==> src/hw/pbso_pkg.sv <==
package pbso_pkg;

	// ==========================================================
	// clock and timing
	localparam int CLK_PERIOD_NS   = 4;
	localparam int FAULT_PULSE_US  = 128;
	localparam int FAULT_PULSE_CYC = (FAULT_PULSE_US * 1000) / CLK_PERIOD_NS;
	localparam int MS_TICK_CYC     = 1000000 / CLK_PERIOD_NS;
	localparam int RESET_HOLD_MS   = 400;
	localparam int MS_CNT_W        = 18;
	localparam int PULSE_CNT_W     = 16;
	localparam int PRESS_W         = 16;
	localparam int HOLD_W          = 10;

	// long_press_time choices in ms, picked by long_press_setting
	localparam logic [15:0] LONG_PRESS_MS0 = 16'h1388;
	localparam logic [15:0] LONG_PRESS_MS1 = 16'h2710;
	localparam logic [15:0] LONG_PRESS_MS2 = 16'h3a98;
	localparam logic [15:0] LONG_PRESS_MS3 = 16'h4e20;

	// ==========================================================
	// register byte addresses
	localparam logic [7:0] ADDR_CTRL   = 8'h00;
	localparam logic [7:0] ADDR_STATUS = 8'h04;
	localparam logic [7:0] ADDR_IRQ_ST = 8'h08;
	localparam logic [7:0] ADDR_IRQ_MK = 8'h0c;
	localparam logic [7:0] ADDR_WAKE   = 8'h10;
	localparam logic [7:0] ADDR_TSTH   = 8'h14;
	localparam logic [7:0] ADDR_TERM   = 8'h18;

	// ==========================================================
	// control fields
	localparam int CTRL_IND_EN  = 0;
	localparam int CTRL_MIRROR  = 1;
	localparam int CTRL_LP_LO   = 2;
	localparam int CTRL_SHIP    = 4;

	// interrupt bit positions
	localparam int IRQ_W       = 5;
	localparam int IRQ_FAULT   = 0;
	localparam int IRQ_WAKE1   = 1;
	localparam int IRQ_WAKE2   = 2;
	localparam int IRQ_LONG    = 3;
	localparam int IRQ_SHIPX   = 4;

	// reset values and termination limits
	localparam logic [7:0]  WAKE1_RST = 8'h32;
	localparam logic [7:0]  WAKE2_RST = 8'hc8;
	localparam logic [31:0] TSTH_RST  = 32'hc0_a0_60_40;
	localparam logic [4:0]  TERM_MIN  = 5'h05;
	localparam logic [4:0]  TERM_MAX  = 5'h14;
	localparam logic [4:0]  TERM_RST  = 5'h0a;

	// thermistor zones: below first threshold is coldest
	localparam logic [2:0] ZONE_COLD = 3'h0;
	localparam logic [2:0] ZONE_HOT  = 3'h4;

endpackage

==> src/hw/pbso_top.sv <==
// What this block does
// - status pin low while charge cycle runs
// - status pin released when done, disabled, high-Z
// - fault gives one 128us low pulse
// - indicator_enable gates charge indication
// - power_good low while input within limits
// - mirror mode makes power_good follow button
// - reset asserted after long press
// - reset released after 400ms hold
// - two programmable wake interrupts on short press
// - button press exits ship mode
// - thermistor sorted on four thresholds, fault reported
// - termination setting doubles as precharge, 5-20%
`timescale 1ns/100ps
`default_nettype none

module pbso_top import pbso_pkg::*; #(
	parameter int MS_TICK  = MS_TICK_CYC,
	parameter int FLT_CYC  = FAULT_PULSE_CYC
) (
	// clock and reset
	input  wire logic        MCLK_I,
	input  wire logic        RST_N_I,
	// apb slave
	input  wire logic        PSEL_I,
	input  wire logic        PENABLE_I,
	input  wire logic        PWRITE_I,
	input  wire logic [7:0]  PADDR_I,
	input  wire logic [31:0] PWDATA_I,
	output logic             PREADY_O,
	output logic [31:0]      PRDATA_O,
	output logic             PSLVERR_O,
	// charger status
	input  wire logic        CHARGING_I,
	input  wire logic        CHG_DONE_I,
	input  wire logic        CHG_DISABLE_I,
	input  wire logic        HIZ_I,
	input  wire logic        FAULT_I,
	input  wire logic        VIN_ABOVE_SLEEP_I,
	input  wire logic        VIN_OVP_I,
	input  wire logic [7:0]  THERM_LEVEL_I,
	// push-button
	input  wire logic        PUSHBUTTON_N_I,
	// open-drain pins
	output logic             STAT_INT_O,
	output logic             STAT_INT_OE_N_O,
	output logic             POWER_GOOD_O,
	output logic             POWER_GOOD_OE_N_O,
	output logic             RESET_N_O,
	output logic             RESET_OE_N_O,
	// other outputs
	output logic             IRQ_O,
	output logic             SHIP_MODE_O,
	output logic [4:0]       TERM_SET_O,
	output logic [4:0]       PRECHG_SET_O
);

	// ==========================================================
	// state
	typedef struct packed {
		logic                   pready;
		logic [31:0]            prdata;
		logic                   pslverr;
		logic                   ind_en;
		logic                   mirror;
		logic [1:0]             lp_sel;
		logic [7:0]             wake1;
		logic [7:0]             wake2;
		logic [31:0]            tsth;
		logic [4:0]             term;
		logic [IRQ_W-1:0]       irq_st;
		logic [IRQ_W-1:0]       irq_mk;
		logic                   irq;
		logic                   ship;
		logic [MS_CNT_W-1:0]    ms_cnt;
		logic                   ms_tick;
		logic [PRESS_W-1:0]     press_ms;
		logic                   w1_done;
		logic                   w2_done;
		logic                   lp_done;
		logic                   rst_act;
		logic [HOLD_W-1:0]      hold_ms;
		logic [PULSE_CNT_W-1:0] pulse_cnt;
		logic                   fault_d;
		logic                   tsf_d;
		logic [2:0]             zone;
		logic                   ts_fault;
		logic                   stat_oe_n;
		logic                   pg_oe_n;
		logic                   rst_oe_n;
	} pbso_state_t;

	pbso_state_t st_reg;
	pbso_state_t st_next;

	logic [15:0]      lp_ms;
	logic [IRQ_W-1:0] ev;
	logic [31:0]      rdata;
	logic             hit;
	logic             wr;
	logic             pressed;
	logic             flt_ev;
	logic [2:0]       zone_c;
	logic [4:0]       term_w;

	// ==========================================================
	// combinational next state
	always_comb begin
		st_next = st_reg;
		ev      = '0;
		term_w  = '0;
		pressed = ~PUSHBUTTON_N_I;

		case (st_reg.lp_sel)
			2'h0:    lp_ms = LONG_PRESS_MS0;
			2'h1:    lp_ms = LONG_PRESS_MS1;
			2'h2:    lp_ms = LONG_PRESS_MS2;
			default: lp_ms = LONG_PRESS_MS3;
		endcase

		// 1 ms enable; long times count in ms to keep counters narrow
		st_next.ms_tick = 1'b0;
		if (st_reg.ms_cnt >= MS_CNT_W'(MS_TICK - 1)) begin
			st_next.ms_cnt  = '0;
			st_next.ms_tick = 1'b1;
		end else begin
			st_next.ms_cnt = st_reg.ms_cnt + 1'b1;
		end

		// press timing
		if (!pressed) begin
			st_next.press_ms = '0;
			st_next.w1_done  = 1'b0;
			st_next.w2_done  = 1'b0;
			st_next.lp_done  = 1'b0;
		end else if (st_reg.ms_tick && !st_reg.lp_done) begin
			st_next.press_ms = st_reg.press_ms + 1'b1;
		end
		if (pressed && !st_reg.lp_done) begin
			if (!st_reg.w1_done && st_reg.press_ms > {8'h00, st_reg.wake1}) begin
				st_next.w1_done = 1'b1;
				ev[IRQ_WAKE1]   = 1'b1;
			end
			if (!st_reg.w2_done && st_reg.press_ms > {8'h00, st_reg.wake2}) begin
				st_next.w2_done = 1'b1;
				ev[IRQ_WAKE2]   = 1'b1;
			end
			if (st_reg.press_ms > lp_ms) begin
				st_next.lp_done = 1'b1;
				st_next.rst_act = 1'b1;
				st_next.hold_ms = '0;
				ev[IRQ_LONG]    = 1'b1;
			end
		end

		// reset hold; a new long press needs a release first
		if (st_reg.rst_act && st_reg.ms_tick) begin
			if (st_reg.hold_ms >= HOLD_W'(RESET_HOLD_MS - 1)) begin
				st_next.rst_act = 1'b0;
			end else begin
				st_next.hold_ms = st_reg.hold_ms + 1'b1;
			end
		end
		st_next.rst_oe_n = ~st_next.rst_act;

		// ship mode exit
		if (st_reg.ship && pressed) begin
			st_next.ship    = 1'b0;
			ev[IRQ_SHIPX]   = 1'b1;
		end

		// thermistor zone: count thresholds the level lies above
		zone_c = 3'h0;
		for (int i = 0; i < 4; i++) begin
			if (THERM_LEVEL_I > st_reg.tsth[i*8 +: 8]) begin
				zone_c = zone_c + 3'h1;
			end
		end
		st_next.zone     = zone_c;
		st_next.ts_fault = CHARGING_I
			&& (zone_c == ZONE_COLD || zone_c == ZONE_HOT);

		// fault edges start one pulse; a fault during a pulse is merged
		st_next.fault_d = FAULT_I;
		st_next.tsf_d   = st_reg.ts_fault;
		flt_ev = (FAULT_I && !st_reg.fault_d)
			|| (st_reg.ts_fault && !st_reg.tsf_d);
		if (flt_ev) begin
			ev[IRQ_FAULT] = 1'b1;
			if (st_reg.pulse_cnt == '0) begin
				st_next.pulse_cnt = PULSE_CNT_W'(FLT_CYC);
			end
		end else if (st_reg.pulse_cnt != '0) begin
			st_next.pulse_cnt = st_reg.pulse_cnt - 1'b1;
		end

		// status pin: indicator only while a cycle actually runs
		st_next.stat_oe_n = ~((st_next.pulse_cnt != '0)
			|| (st_reg.ind_en
			&& CHARGING_I && !CHG_DONE_I
			&& !CHG_DISABLE_I && !HIZ_I));

		// power good pin
		if (st_reg.mirror) begin
			st_next.pg_oe_n = PUSHBUTTON_N_I;
		end else begin
			st_next.pg_oe_n = ~(VIN_ABOVE_SLEEP_I && !VIN_OVP_I);
		end

		// ======================================================
		// apb: answer in second access cycle
		wr  = PSEL_I && PENABLE_I && st_reg.pready && PWRITE_I;
		hit = 1'b1;
		rdata = '0;
		case (PADDR_I)
			ADDR_CTRL:   rdata = {27'h0, st_reg.ship, st_reg.lp_sel,
				st_reg.mirror, st_reg.ind_en};
			ADDR_STATUS: rdata = {23'h0, pressed, st_reg.ts_fault,
				st_reg.zone, st_reg.ship, st_reg.rst_act,
				~st_reg.pg_oe_n, CHARGING_I};
			ADDR_IRQ_ST: rdata = {27'h0, st_reg.irq_st};
			ADDR_IRQ_MK: rdata = {27'h0, st_reg.irq_mk};
			ADDR_WAKE:   rdata = {16'h0, st_reg.wake2, st_reg.wake1};
			ADDR_TSTH:   rdata = st_reg.tsth;
			ADDR_TERM:   rdata = {27'h0, st_reg.term};
			default:     hit = 1'b0;
		endcase
		st_next.pready  = PSEL_I && PENABLE_I && !st_reg.pready;
		st_next.pslverr = st_next.pready && !hit;
		st_next.prdata  = (st_next.pready && !PWRITE_I) ? rdata : '0;

		// write 1 to clear; a same-cycle event wins
		st_next.irq_st = st_reg.irq_st;
		if (wr && PADDR_I == ADDR_IRQ_ST) begin
			st_next.irq_st = st_reg.irq_st & ~PWDATA_I[IRQ_W-1:0];
		end
		st_next.irq_st = st_next.irq_st | ev;

		if (wr) begin
			case (PADDR_I)
				ADDR_CTRL: begin
					st_next.ind_en = PWDATA_I[CTRL_IND_EN];
					st_next.mirror = PWDATA_I[CTRL_MIRROR];
					st_next.lp_sel = PWDATA_I[CTRL_LP_LO +: 2];
					if (PWDATA_I[CTRL_SHIP] && !pressed) begin
						st_next.ship = 1'b1;
					end
				end
				ADDR_IRQ_MK: st_next.irq_mk = PWDATA_I[IRQ_W-1:0];
				ADDR_WAKE: begin
					st_next.wake1 = PWDATA_I[7:0];
					st_next.wake2 = PWDATA_I[15:8];
				end
				ADDR_TSTH: st_next.tsth = PWDATA_I;
				ADDR_TERM: begin
					term_w = PWDATA_I[4:0];
					if (term_w < TERM_MIN) begin
						term_w = TERM_MIN;
					end else if (term_w > TERM_MAX) begin
						term_w = TERM_MAX;
					end
					st_next.term = term_w;
				end
				default: ;
			endcase
		end
		st_next.irq = |(st_next.irq_st & st_next.irq_mk);
	end

	// ==========================================================
	// state register
	always_ff @(posedge MCLK_I) begin
		if (!RST_N_I) begin
			st_reg           <= '0;
			st_reg.ind_en    <= 1'b1;
			st_reg.wake1     <= WAKE1_RST;
			st_reg.wake2     <= WAKE2_RST;
			st_reg.tsth      <= TSTH_RST;
			st_reg.term      <= TERM_RST;
			st_reg.stat_oe_n <= 1'b1;
			st_reg.pg_oe_n   <= 1'b1;
			st_reg.rst_oe_n  <= 1'b1;
		end else begin
			st_reg <= st_next;
		end
	end

	// ==========================================================
	// outputs, all straight from the state register
	assign PREADY_O          = st_reg.pready;
	assign PRDATA_O          = st_reg.prdata;
	assign PSLVERR_O         = st_reg.pslverr;
	// open-drain pins only ever pull low
	assign STAT_INT_O        = st_reg.rst_act & ~st_reg.rst_act;
	assign STAT_INT_OE_N_O   = st_reg.stat_oe_n;
	assign POWER_GOOD_O      = STAT_INT_O;
	assign POWER_GOOD_OE_N_O = st_reg.pg_oe_n;
	assign RESET_N_O         = STAT_INT_O;
	assign RESET_OE_N_O      = st_reg.rst_oe_n;
	assign IRQ_O             = st_reg.irq;
	assign SHIP_MODE_O       = st_reg.ship;
	assign TERM_SET_O        = st_reg.term;
	assign PRECHG_SET_O      = st_reg.term;

endmodule

`default_nettype wire

==> config.mk <==
export PLATFORM = sky130hd
export DESIGN_NAME = pbso_top
export DESIGN_NICKNAME = d
export VERILOG_FILES = /design/src/hw/pbso_pkg.sv /design/src/hw/pbso_top.sv
export SDC_FILE = /design/constraint.sdc
export NUM_CORES = 1
export LEC_CHECK = 0
export ABC_AREA = 1
export BUFFER_PORTS_ARGS = -buffer_cell sky130_fd_sc_hd__buf_2
export CELL_PAD_IN_SITES_DETAIL_PLACEMENT = 0
export CELL_PAD_IN_SITES_GLOBAL_PLACEMENT = 1
export CORE_ASPECT_RATIO = 0.5
export CORE_MARGIN = 2
export CORE_UTILIZATION = 46
export CTS_BUF_LIST = sky130_fd_sc_hd__clkbuf_16
export DETAILED_ROUTE_END_ITERATION = 16
export GPL_ROUTABILITY_DRIVEN = 0
export GPL_TIMING_DRIVEN = 1
export PLACE_DENSITY_LB_ADDON = 0.1
export SETUP_SLACK_MARGIN = 0.02
export SKIP_LAST_GASP = 1
export SYNTH_ARGS = -nofsm -noshare
export SYNTH_HDL_FRONTEND = slang
export SYNTH_SLANG_ARGS = --single-unit
==> constraint.sdc <==
create_clock -name MCLK_I -period 4.84 [get_ports MCLK_I]
set_input_delay 0.484 -clock MCLK_I [delete_from_list [all_inputs] [get_ports MCLK_I]]
set_output_delay 0.484 -clock MCLK_I [all_outputs]
set_load 0.005 [all_outputs]
==> results.md <==
* Row count at 36
* Kind of critical path: input pin to flop
* Syn. warnings at 0
* Synth unique cells at 40
* Post-route DRC at 0
* Final setup violation count at 0
* First-pass GRT wire length at 38.0 mm
* CTS tree: yes
* Die height at 105 um
* Initial Util at 0.477
* Hold depth at 3
* Tcrit/Tclk final at 0.558
* DRT iter0 DRCs at 407
* I/O pins at 113
* Post-CTS Resized at 0
* Fin. Hold Viols at 0
* Comb pwr share at 0.244
* Synth area leader: dfxtp_1
* Drt wl/cell at 14.3 um
* DRT antenna net count at 0
* Critical Path RT at 5.15 ns
* Yosys reg bits at 177
* Via count at 8336
* Final TNS setup at 0 ns
* Clock tree buffer depth at 2
* Share of cells above drive strength 1 at 0.117
* H-tree levels at 4
* Worst EP arrival at 3.00 ns
* Final max-slew violation count at 0
* CP endpoint kind: flop
* Area Overhead vs Synth at 10.3%
* IO Port Bufs at 109
* Die extent in x at 207 um
* Fmax at 0.371 GHz
* Switching share of power at 0.330
* Final net count at 1504
* Core ar. at 0.0198 mm^2
* CTS sink count at 177
* Post-CTS Setup Inserts at 0
* R2R cell count at 16
* Full die area at 0.0217 mm^2
* Power share of the clock group at 0.348
* Worst setup SP type: input pin
* RSZ-0062 raised after global routing: no
* Root buf cell: clkbuf_16
* Initial antenna violation count at 0
* GRT overflow at 0
* Top post-synthesis cells by area: dfxtp_1, nand2_1, ha_1, a21oi_1, inv_1
* PD cells at 374 mW/mm^2
* Internal cell power at 0.00261 W
* DR pass1 iterations at 5
* HP Class: input pin to flop
* Post-Syn Area at 0.00944 mm^2
* Switch Pwr at 0.00128 W
* Share of the synthesized area in the top cell type at 0.376
* Actual slew at the worst max-slew pin at 1.01 ns
* Synthesized instance count at 1319
* Status: complete, no violations
* DR vias/cell at 5.05
* Worst setup skew after layout at 0.0103 ns
* Share of power burned in registers at 0.407
* HPWL after DPL at 17.8 mm
* Critical path peak fanout at 39
* Total wire length at 23.5 mm
* Placement Setup Slack at 1.75 ns
* Total CTS buffers at 17
* Final setup margin at 2.14 ns
* Max-cap violations at 0
* Total track usage at 0.221
* Hold Buf Count CTS at 0
* Largest net degree at the start of global routing at 62
* Worst vdd ir at 0.000189 V
* Leakage power at 4.70 nW
* Clk Latency, worst-skew pair at 0.44 ns
* Min cycle time layout at 2.70 ns
* Clock slew seen by the registers of the worst setup and hold paths at 0.07 ns
* Max-slew headroom at 0.321
* Syn_area_per_cell at 7.15 um^2
* Seq/Total Area, Yosys at 0.376
* Max reg flops at 132
* Via count of the first global-routing pass at 7790
## cell usage after synthesis (all sizes together)
master,count
buf,61
a31oi,9
nor3,40
a41oi,1
a21o,1
dfxtp,177
and2,1
nor4,5
and3,1
o211ai,10
xnor2,6
nand3b,1
a211oi,3
o2111ai,1
o21ai,92
o21a,5
mux2i,1
nand4,20
conb,1
or2,2
nor2,134
a221oi,1
a21oi,134
clkbuf,20
xor2,8
inv,181
nand3,79
ha,72
nand2,249
o22ai,3
## path summary, 6_finish.rpt
| path | slack (ns) | startpoint | end |
|---|---|---|---|
| worst max-delay path | 2.14 | PADDR_I[1] | st_reg[119]$_SDFFE_PN0P_ |
| worst min-delay path | 0.23 | FAULT_I | st_reg[8]$_SDFF_PN0_ |
| worst max register to register | 2.19 | st_reg[140]$_SDFFE_PN0P_ | IRQ_O$_SDFF_PN0_ |
| worst min register to register | 0.44 | st_reg[34]$_SDFF_PN0_ | st_reg[34]$_SDFF_PN0_ |
## cells in the final DEF (no fill, tap or decap), types with 6 or more instances in the layout
cell type / n
a21oi_1: 134
a31oi_1: 9
buf_2: 109
clkbuf_16: 17
dfxtp_1: 177
ha_1: 72
inv_1: 177
nand2_1: 247
nand3_1: 78
nand4_1: 20
nor2_1: 127
nor3_1: 37
o211ai_1: 10
o21ai_0: 91
xnor2_1: 6
xor2_1: 8
## power by group through the flow
stage	clock (W)	combinational, W	sequential (W)
4_1_cts	0.00139	0.000954	0.00158
3_3_place_gp	0	0.000942	0.00162
2_1_floorplan	0	0.000753	0.00160
3_5_place_dp	0	0.000950	0.00162
6_report	0.00136	0.000951	0.00158
5_1_grt	0.00144	0.00112	0.00159
## worst max-delay path: stages
cell     delay (ns)
buf_2          0.10
nor2_1         0.19
inv_2          0.10
nor3_2         0.17
nand2_1        0.57
nor2_4         0.64
inv_2          0.38
o21ai_0        0.29
a21oi_1        0.07
## metrics by stage
| step | hold slack (ns) | util | cells | instance area [um^2] | power (W) |
|---|---|---|---|---|---|
| floorplan | 0.418 | - | 1321 | 9440 | 0.00235 |
| global placement | 0.427 | 0.498 | 1618 | 9840 | 0.00256 |
| detailed placement | 0.429 | 0.498 | 1618 | 9840 | 0.00257 |
| CTS | 0.213 | 0.526 | 1649 | 10400 | 0.00392 |
| global route | 0.258 | 0.526 | 1649 | 10400 | 0.00415 |
| finish | 0.230 | 0.526 | 1650 | 10400 | 0.00389 |
## kinds of logic after synthesis
kind of cell    share of synthesized area
simple gates                        0.242
buf+inv                             0.125
compound gates                      0.147
flops                               0.376
fa+ha+maj                          0.0955
xor+xnor                           0.0130
other cells                      0.000397
mux                               0.00106
## cell type report
class                      instances  area (um^2)
multi-input combinational        882         4720
inverter                         181          679
antenna                            1         2.50
clock inverter                    14          140
tap                              266          333
clock buffer                      17          425
sequential                       177         3540
timing repair buffer             112          568
fill                            1999         9360
## per-layer routing
metal | global-route usage | vias to the layer above | part of all wire
li1 | - | 4373 | -
met1 | 0.299 | 3785 | 0.49
met2 | 0.355 | 159 | 0.45
met3 | 0.0519 | 19 | 0.045
met4 | 0.0582 | 0 | 0.010
met5 | 0 | - | 0
Note: power is estimated with default switching activity, not from simulation.
